<file path="config.mk">
export PLATFORM = sky130hd
export DESIGN_NAME = low_power_mode_controller
export DESIGN_NICKNAME = d
export VERILOG_FILES = /design/src/lpm_pkg.sv /design/src/low_power_mode_controller.sv
export VERILOG_INCLUDE_DIRS = /design/src
export SDC_FILE = /design/constraint.sdc
export NUM_CORES = 1
export LEC_CHECK = 0
export ABC_AREA = 1
export BUFFER_PORTS_ARGS = -buffer_cell sky130_fd_sc_hd__buf_2
export CORE_UTILIZATION = 55
export CTS_CLUSTER_DIAMETER = 50
export DETAILED_ROUTE_END_ITERATION = 12
export HOLD_SLACK_MARGIN = 0.08
export PLACE_DENSITY = 0.76
export SETUP_SLACK_MARGIN = 0.3
export SLEW_MARGIN = 20
export SYNTH_ARGS = -nofsm -noshare
export SYNTH_HDL_FRONTEND = slang
export SYNTH_SLANG_ARGS = --single-unit
export TNS_END_PERCENT = 10
</file>
<file path="constraint.sdc">
create_clock -name CLK -period 3.4 [get_ports CLK]
set_input_delay 0.34 -clock CLK [delete_from_list [all_inputs] [get_ports CLK]]
set_output_delay 0.34 -clock CLK [all_outputs]
set_load 0.005 [all_outputs]
</file>
<file path="src/lpm_consts.svh">
// timing counts, sizes and wake bit positions for the low-power mode controller
`ifndef LPM_CONSTS_SVH
`define LPM_CONSTS_SVH
`define LPM_CLK_MHZ 100
`define LPM_RESET_HOLD_NS 200
`define LPM_RESET_HOLD_CYC ((`LPM_RESET_HOLD_NS * `LPM_CLK_MHZ + 999) / 1000)
`define LPM_BKP_COUNT 10
`define LPM_BKP_WIDTH 16
`define LPM_EXT_LINES 16
`define LPM_CNT_W 8
// bit positions inside the packed wake word
`define LPM_WAKE_PVD_BIT 4
`define LPM_WAKE_ALARM_BIT 3
`define LPM_WAKE_WDG_BIT 1
`endif

</file>
<file path="src/lpm_pkg.sv">
// types for the low-power mode controller
package lpm_pkg;
  // regulator state, exactly one at a time
  typedef enum logic [1:0] {
    REG_MAIN = 2'b00,
    REG_LOW_POWER = 2'b01,
    REG_OFF = 2'b10
  } reg_state_t;
  // power modes
  typedef enum logic [2:0] {
    M_RESET = 3'b000,
    M_RUN = 3'b001,
    M_SLEEP = 3'b010,
    M_STOP = 3'b011,
    M_STANDBY = 3'b100
  } mode_t;
  // mode request from the cpu
  typedef enum logic [1:0] {
    REQ_NONE = 2'b00,
    REQ_SLEEP = 2'b01,
    REQ_STOP = 2'b10,
    REQ_STANDBY = 2'b11
  } req_t;
  // clock and oscillator enables
  typedef struct packed {
    logic cpu_clk;
    logic periph_clk;
    logic pll;
    logic internal_high_speed_rc;
    logic external_high_speed_osc;
    logic low_speed_clk;
  } clk_en_t;
  // wake sources as they arrive at the port, before synchronisation
  typedef struct packed {
    logic [15:0] ext_lines;
    logic supply_voltage_detector;
    logic rtc_alarm;
    logic wakeup_pin;
    logic watchdog_reset;
    logic reset_pin_n;
  } wake_t;
endpackage : lpm_pkg

</file>
<file path="src/low_power_mode_controller.sv">
// low-power mode controller: run, sleep, stop and standby sequencing
`timescale 1ns/1ns
`include "lpm_consts.svh"
module low_power_mode_controller
  import lpm_pkg::*;
(
  // clock and reset
  input wire logic CLK,
  input wire logic RST_N,
  // cpu request side
  input wire req_t MODE_REQ,
  input wire logic STOP_LOW_POWER,
  input wire logic ANY_EVENT,
  output logic CPU_RELEASE,
  output logic STANDBY_FLAG,
  // wake inputs from pins and always-on blocks
  input wire wake_t WAKE_IN,
  // backup register access
  input wire logic BKP_WE,
  input wire logic [3:0] BKP_ADDR,
  input wire logic [15:0] BKP_WDATA,
  output logic [15:0] BKP_RDATA,
  // power and clock controls
  output reg_state_t REGULATOR,
  output logic REGULATOR_EN,
  output logic CORE_RESET_N,
  output clk_en_t CLK_EN,
  output mode_t MODE
);
  localparam int WW = $bits(wake_t);
  localparam int HOLD = `LPM_RESET_HOLD_CYC;

  // whole state of the block apart from the backup registers
  typedef struct packed {
    mode_t mode;
    logic stop_lp; // regulator choice latched at stop entry
    logic [`LPM_CNT_W-1:0] cnt; // reset sequence counter
    logic [WW-1:0] s1, s2, s3; // three-stage pin synchroniser
    logic lost; // core state was discarded
    logic pin_lvl; // last agreed wakeup pin level, for edge detection
  } state_t;

  state_t st, next_st;
  // backup domain kept apart: never cleared by the core reset
  logic [`LPM_BKP_WIDTH-1:0] bkp [`LPM_BKP_COUNT];

  // a change counts only when stages two and three agree
  function automatic logic agreed(input logic [WW-1:0] a, b, input int i);
    agreed = a[i] & b[i];
  endfunction : agreed

  logic [15:0] ext_ok;
  logic pvd_ok, alarm_ok, pin_ok, pin_low, pin_rise, wdg_ok, rstp_low;

  // qualified wake levels
  always_comb begin
    wake_t a, b;
    a = wake_t'(st.s2);
    b = wake_t'(st.s3);
    ext_ok = a.ext_lines & b.ext_lines;
    pvd_ok = agreed(st.s2, st.s3, `LPM_WAKE_PVD_BIT);
    alarm_ok = agreed(st.s2, st.s3, `LPM_WAKE_ALARM_BIT);
    wdg_ok = agreed(st.s2, st.s3, `LPM_WAKE_WDG_BIT);
    rstp_low = ~a.reset_pin_n & ~b.reset_pin_n;
    pin_ok = a.wakeup_pin & b.wakeup_pin; // stages agree high
    pin_low = ~a.wakeup_pin & ~b.wakeup_pin; // stages agree low
    // rising edge only once the stages agree, so a glitch cannot wake
    pin_rise = pin_ok & ~st.pin_lvl;
  end

  // next state
  always_comb begin
    next_st = st;
    next_st.s1 = WAKE_IN;
    next_st.s2 = st.s1;
    next_st.s3 = st.s2;
    // remember the last level both stages agreed on
    if (pin_ok) begin
      next_st.pin_lvl = 1'b1;
    end else if (pin_low) begin
      next_st.pin_lvl = 1'b0;
    end
    unique case (st.mode)
      M_RESET: begin
        // hold the core in reset with the regulator up
        if (st.cnt == `LPM_CNT_W'(HOLD - 1)) begin
          next_st.mode = M_RUN;
          next_st.cnt = '0;
        end else begin
          next_st.cnt = st.cnt + `LPM_CNT_W'(1);
        end
      end
      M_RUN: begin
        next_st.lost = 1'b0;
        unique case (MODE_REQ)
          REQ_SLEEP: next_st.mode = M_SLEEP;
          REQ_STOP: begin
            next_st.mode = M_STOP;
            next_st.stop_lp = STOP_LOW_POWER;
          end
          REQ_STANDBY: next_st.mode = M_STANDBY;
          REQ_NONE: next_st.mode = M_RUN;
        endcase
      end
      M_SLEEP: begin
        // any interrupt or event resumes the cpu
        if (ANY_EVENT) next_st.mode = M_RUN;
      end
      M_STOP: begin
        // any external event line ends stop, state kept
        if (|ext_ok || pvd_ok || alarm_ok) next_st.mode = M_RUN;
      end
      M_STANDBY: begin
        next_st.lost = 1'b1;
        // four causes; exit through a full reset sequence
        if (rstp_low || wdg_ok || pin_rise || alarm_ok) begin
          next_st.mode = M_RESET;
          next_st.cnt = '0;
        end
      end
      default: next_st.mode = M_RESET;
    endcase
  end

  // register the state; reset restarts the core sequence
  always_ff @(posedge CLK) begin
    if (!RST_N) begin
      st <= '0;
    end else begin
      st <= next_st;
    end
  end

  // backup registers, written only in run mode, unaffected by core reset
  always_ff @(posedge CLK) begin
    if (BKP_WE && st.mode == M_RUN && BKP_ADDR < 4'(`LPM_BKP_COUNT)) begin
      bkp[BKP_ADDR] <= BKP_WDATA;
    end
  end
  assign BKP_RDATA = (BKP_ADDR < 4'(`LPM_BKP_COUNT)) ? bkp[BKP_ADDR] : 16'h0000;

  // regulator state from mode
  always_comb begin
    unique case (st.mode)
      M_STANDBY: REGULATOR = REG_OFF;
      M_STOP: REGULATOR = st.stop_lp ? REG_LOW_POWER : REG_MAIN;
      default: REGULATOR = REG_MAIN;
    endcase
  end
  assign REGULATOR_EN = (st.mode != M_STANDBY);

  // clock gating per mode
  always_comb begin
    logic core_on;
    core_on = (st.mode == M_RUN) || (st.mode == M_SLEEP) || (st.mode == M_RESET);
    CLK_EN.cpu_clk = (st.mode == M_RUN);
    CLK_EN.periph_clk = core_on;
    CLK_EN.pll = core_on;
    CLK_EN.internal_high_speed_rc = core_on;
    CLK_EN.external_high_speed_osc = core_on;
    CLK_EN.low_speed_clk = 1'b1;
  end

  assign CORE_RESET_N = (st.mode != M_RESET) && (st.mode != M_STANDBY);
  assign CPU_RELEASE = (st.mode == M_RUN);
  assign STANDBY_FLAG = st.lost;
  assign MODE = st.mode;

  // checks
  a_reg_onehot: assert property (@(posedge CLK) disable iff (!RST_N)
    REGULATOR inside {REG_MAIN, REG_LOW_POWER, REG_OFF})
    else $error("regulator state illegal");
  a_run_main: assert property (@(posedge CLK) disable iff (!RST_N)
    MODE == M_RUN |-> REGULATOR == REG_MAIN)
    else $error("run without main regulator");
  a_stop_lp: assert property (@(posedge CLK) disable iff (!RST_N)
    $rose(MODE == M_STOP) && $past(STOP_LOW_POWER) |-> REGULATOR == REG_LOW_POWER)
    else $error("stop low power not applied");
  a_standby_off: assert property (@(posedge CLK) disable iff (!RST_N)
    MODE == M_STANDBY |-> !REGULATOR_EN && REGULATOR == REG_OFF && !CORE_RESET_N)
    else $error("standby regulator not off");
  a_reg_enable: assert property (@(posedge CLK) disable iff (!RST_N)
    !REGULATOR_EN |-> MODE == M_STANDBY)
    else $error("regulator off outside standby");
  a_sleep_clocks: assert property (@(posedge CLK) disable iff (!RST_N)
    MODE == M_SLEEP |-> !CLK_EN.cpu_clk && CLK_EN.periph_clk)
    else $error("sleep clocks wrong");
  a_sleep_wake: assert property (@(posedge CLK) disable iff (!RST_N)
    MODE == M_SLEEP && ANY_EVENT |=> MODE == M_RUN)
    else $error("sleep did not wake");
  a_stop_clocks: assert property (@(posedge CLK) disable iff (!RST_N)
    MODE inside {M_STOP, M_STANDBY} |-> !CLK_EN.pll && !CLK_EN.internal_high_speed_rc
      && !CLK_EN.external_high_speed_osc && CLK_EN.low_speed_clk)
    else $error("stop clocks wrong");
  a_stop_wake: assert property (@(posedge CLK) disable iff (!RST_N)
    MODE == M_STOP && WAKE_IN.rtc_alarm [*4] |-> ##[0:1] MODE == M_RUN)
    else $error("stop did not wake");
  a_standby_wake: assert property (@(posedge CLK) disable iff (!RST_N)
    MODE == M_STANDBY && WAKE_IN.watchdog_reset [*4] |-> ##[0:1] MODE == M_RESET)
    else $error("standby did not wake");
  a_reset_seq: assert property (@(posedge CLK) disable iff (!RST_N)
    $fell(MODE == M_STANDBY) |-> !CPU_RELEASE [*8] ##[0:30] CPU_RELEASE)
    else $error("cpu released early");

  c_sleep: cover property (@(posedge CLK) disable iff (!RST_N) MODE == M_SLEEP ##1 MODE == M_RUN);
  c_stop: cover property (@(posedge CLK) disable iff (!RST_N) MODE == M_STOP ##1 MODE == M_RUN);
  c_standby: cover property (@(posedge CLK) disable iff (!RST_N)
    MODE == M_STANDBY ##1 MODE == M_RESET);
endmodule : low_power_mode_controller

</file>
==> results.yml <==
worst_hold_path:
  worst_hold_path_cells: 3
  min_path_type: "in2reg"
synthesis:
  postSynthRegisterBits: 237
  syn-mean-instance-area_um2: 11.24
  synth_seq_area_share_pct: 70.68
  post_synth_instance_area_mm2: 0.008979
  synth_cell_types: 32
  synth_nets: 853
  ys.warnings.count: 0
  postSynthCellCount: 799
grt:
  grt_pass1_vias: 5672
  grt_use_met1_pct: 30.76
  globalRouteOverflowTotal: 0
  grt_max_degree: 62
  grt-busiest-layer: "met2"
  total_global_routing_track_utilization_pct: 23.62
  grt_first_pass_wirelength_um: 30090
  antenna_found_initial: 1
  met2_usage_pct: 40.55
  met3_usage_pct: 3.813
drt:
  finalWirelength_um: 19390
  firstDrtPassIters: 5
  detail_route.vias_per_cell: 5.240
  drc: 0
  post_drt_wl_per_cell_um: 16.89
  first_iter_violations: 449
  num_vias: 6015
  postRouteAntennaNets: 0
floorplan:
  placement_rows: 46
  vert_die_dim_um: 129.8
  design.die.area_mm2: 0.01684
  die_width_um: 129.8
  design.core.area_mm2: 0.01589
  initial_utilization_pct: 56.52
  io_pins: 79
sta:
  worst_clock_skew_ps: 14.75
  timing.hold.ws_ps: 113.0
  timing_max_transition_violations_final: 0
  worst_slew_margin_rel_pct: 34.98
  period_share_pct: 75.41
  final.setup.tns_ps: 0
  finalHoldViolCount: 0
  worst_pin_slew_ps: 974.2
  grt_setup_unrepaired: "no"
  period_needed_ps: 2564
  finalSetupViolCount: 0
  achievable-frequency_ghz: 0.3900
cells_and_area:
  antenna_cells_inserted: 0
  layout.filler_cells: 1179
  design.final.nets: 968
  final_layout_size_suffix_gt1_share_pct: 17.49
  area_growth_pct: 18.78
  mostFrequentLayoutCells: "sky130_fd_sc_hd__nand2_1, sky130_fd_sc_hd__edfxtp_1, sky130_fd_sc_hd__inv_1, sky130_fd_sc_hd__dfxtp_1, sky130_fd_sc_hd__buf_2"
  final_common_cell: "sky130_fd_sc_hd__nand2_1"
run_status:
  outcome: "finished, final reports clean"
clocking:
  clockBufferDepth: 3
  cts_tree: "built"
  htree_levels: 1
  clock_insertion_delay_worst_skew_ps: 510
  cts-root-buf: "sky130_fd_sc_hd__clkbuf_16"
  cts-buffers-inserted: 24
  post_cts_clock_slew_at_the_launch_and_capture_registers_of_the_worst_setup_and_hold_paths_ps: 60
  cts.sink_count: 237
pwr:
  leakagePower_uw: 0.004634
  power.ir.vdd_worst_v: 0.0004474
  power_density_of_the_placed_cells_mw_per_mm2: 568.5
critical_path:
  worstSetupStartpointType: "input pin"
  cp_max_fo: 20
  critPathArrivalTime_ps: 2220
  timing_worst_setup_path_type: "in2out"
  worst_setup_path_end_kind: "output pin"
  reg2regPathDepth: 6
  worst_ep_required_ps: 3060
  reg2reg_setup_slack_ps: 1310
placed_design:
  place_congestion: 0.8280
  placement.io_buffers: 77
  dp_hpwl_um: 11630
run:
  cap_viol_max_count: 0
[state kept, by name, indices dropped and copies added, names as in the netlist]
signal,flops
next_st,42
bkp,160
STANDBY_FLAG,1
st,31
MODE,3
[cell usage after synthesis]
library cell               number  area [um2]
sky130_fd_sc_hd__conb_1         1       3.750
sky130_fd_sc_hd__ha_1           6       75.07
sky130_fd_sc_hd__a311oi_1       1       8.760
sky130_fd_sc_hd__nand3_1       24       120.1
sky130_fd_sc_hd__nor2_4         1       11.26
sky130_fd_sc_hd__nand4_1        5       31.28
sky130_fd_sc_hd__inv_1        105       394.1
sky130_fd_sc_hd__nor2_1        56       210.2
sky130_fd_sc_hd__nor3_1        12       60.06
sky130_fd_sc_hd__o21ai_2        1       8.760
sky130_fd_sc_hd__nand2_2        1       6.260
sky130_fd_sc_hd__o21ai_0       21       105.1
sky130_fd_sc_hd__xnor2_1        1       8.760
sky130_fd_sc_hd__dfxtp_1       77        1541
sky130_fd_sc_hd__clkbuf_2       1       5.000
sky130_fd_sc_hd__buf_1          1       3.750
sky130_fd_sc_hd__nor2_2         6       37.54
sky130_fd_sc_hd__and2_1         1       6.260
sky130_fd_sc_hd__clkbuf_1       8       30.03
sky130_fd_sc_hd__xor2_1         2       17.52
sky130_fd_sc_hd__edfxtp_1     160        4805
sky130_fd_sc_hd__buf_2         14       70.07
sky130_fd_sc_hd__inv_2          3       11.26
sky130_fd_sc_hd__nand3b_1       2       15.01
sky130_fd_sc_hd__or2_2          1       6.260
sky130_fd_sc_hd__nor3b_1        1       7.510
sky130_fd_sc_hd__a22oi_1       64       480.5
sky130_fd_sc_hd__a21oi_1       11       55.05
sky130_fd_sc_hd__and3_1         1       6.260
sky130_fd_sc_hd__buf_4         12       90.09
sky130_fd_sc_hd__clkinv_1       1       3.750
sky130_fd_sc_hd__nand2_1      198       743.2
[layer usage]
metal | up-vias | wire [um]
li1 | 2892 | -
met1 | 2854 | 8068
met2 | 229 | 9578
met3 | 38 | 1315
met4 | 2 | 417
met5 | - | 8
[power by group]
| part | total, uW | internal (uW) | switching, uW |
|---|---|---|---|
| clock network | 2520 | 1480 | 1040 |
| registers | 3150 | 3120 | 32.2 |
| logic | 393 | 147 | 246 |
| total | 6060 | 4750 | 1310 |
[area by class of cell]
cell class,count,area [um2],area share [%]
flip-flops and latches,237,6346,59.50
inverters,109,409.1,3.836
well taps,216,270.3,2.534
clock buffers,36,691.9,6.488
repair buffers,125,810.8,7.602
clock inverters,8,62.56,0.5866
multi-input cells,417,2074,19.45
[logic make-up (layout without fill, tap and decap cells)]
group / count (synthesis) / in the layout / share of synthesized area [%]
adders and majority gates: 6 / 6 / 0.8361
other: 1 / 1 / 0.04177
DFF: 237 / 237 / 70.68
and+or+nand+nor: 309 / 309 / 14.05
xor gates and xnor gates: 3 / 3 / 0.2927
AOI/OAI and AO/OA: 98 / 98 / 7.330
buffers and inverters: 145 / 278 / 6.773
[final timing paths]
check	startpoint	endpoint
setup reg to reg	MODE[0]$_SDFFE_PN0P_	bkp[2][3]$_DFFE_PP_
setup / recovery	BKP_ADDR[0]	BKP_RDATA[8]
hold reg to reg	next_st[33]$_SDFF_PN0_	next_st[12]$_SDFF_PN0_
hold / removal	RST_N	next_st[25]$_SDFF_PN0_
[per-stage QoR]
stage | power, uW | area (um2) | cells | utilization, % | setup WS, ps
2_1_floorplan | 3440 | 8979 | 799 | - | 809.6
3_3_place_gp | 3574 | 9701 | 1083 | 61.07 | 912.6
3_5_place_dp | 3585 | 9701 | 1083 | 61.07 | 866.1
4_1_cts | 6092 | 10670 | 1148 | 67.14 | 860.4
5_1_grt | 6262 | 10670 | 1148 | 67.14 | 679.1
6_report | 6064 | 10670 | 1148 | 67.14 | 836.0
[worst max-delay path: stages]
cell and delay (ps):
sky130_fd_sc_hd__buf_2 380, sky130_fd_sc_hd__inv_1 140, sky130_fd_sc_hd__nor2_2 370, sky130_fd_sc_hd__buf_4 340, sky130_fd_sc_hd__a22oi_1 110, sky130_fd_sc_hd__nand2_1 140
sky130_fd_sc_hd__nand2_1 60, sky130_fd_sc_hd__nand3_1 100, sky130_fd_sc_hd__nand2_1 60, sky130_fd_sc_hd__inv_1 60, sky130_fd_sc_hd__buf_2 100
[repair_timing]
item / CTS / global route
hold buffers: 21 / 0
endpoints found under the hold margin: 21 / 0
gates resized for setup: 0 / 0
setup buffers: 0 / 0
No activity file was read; power rests on OpenSTA's default activity.
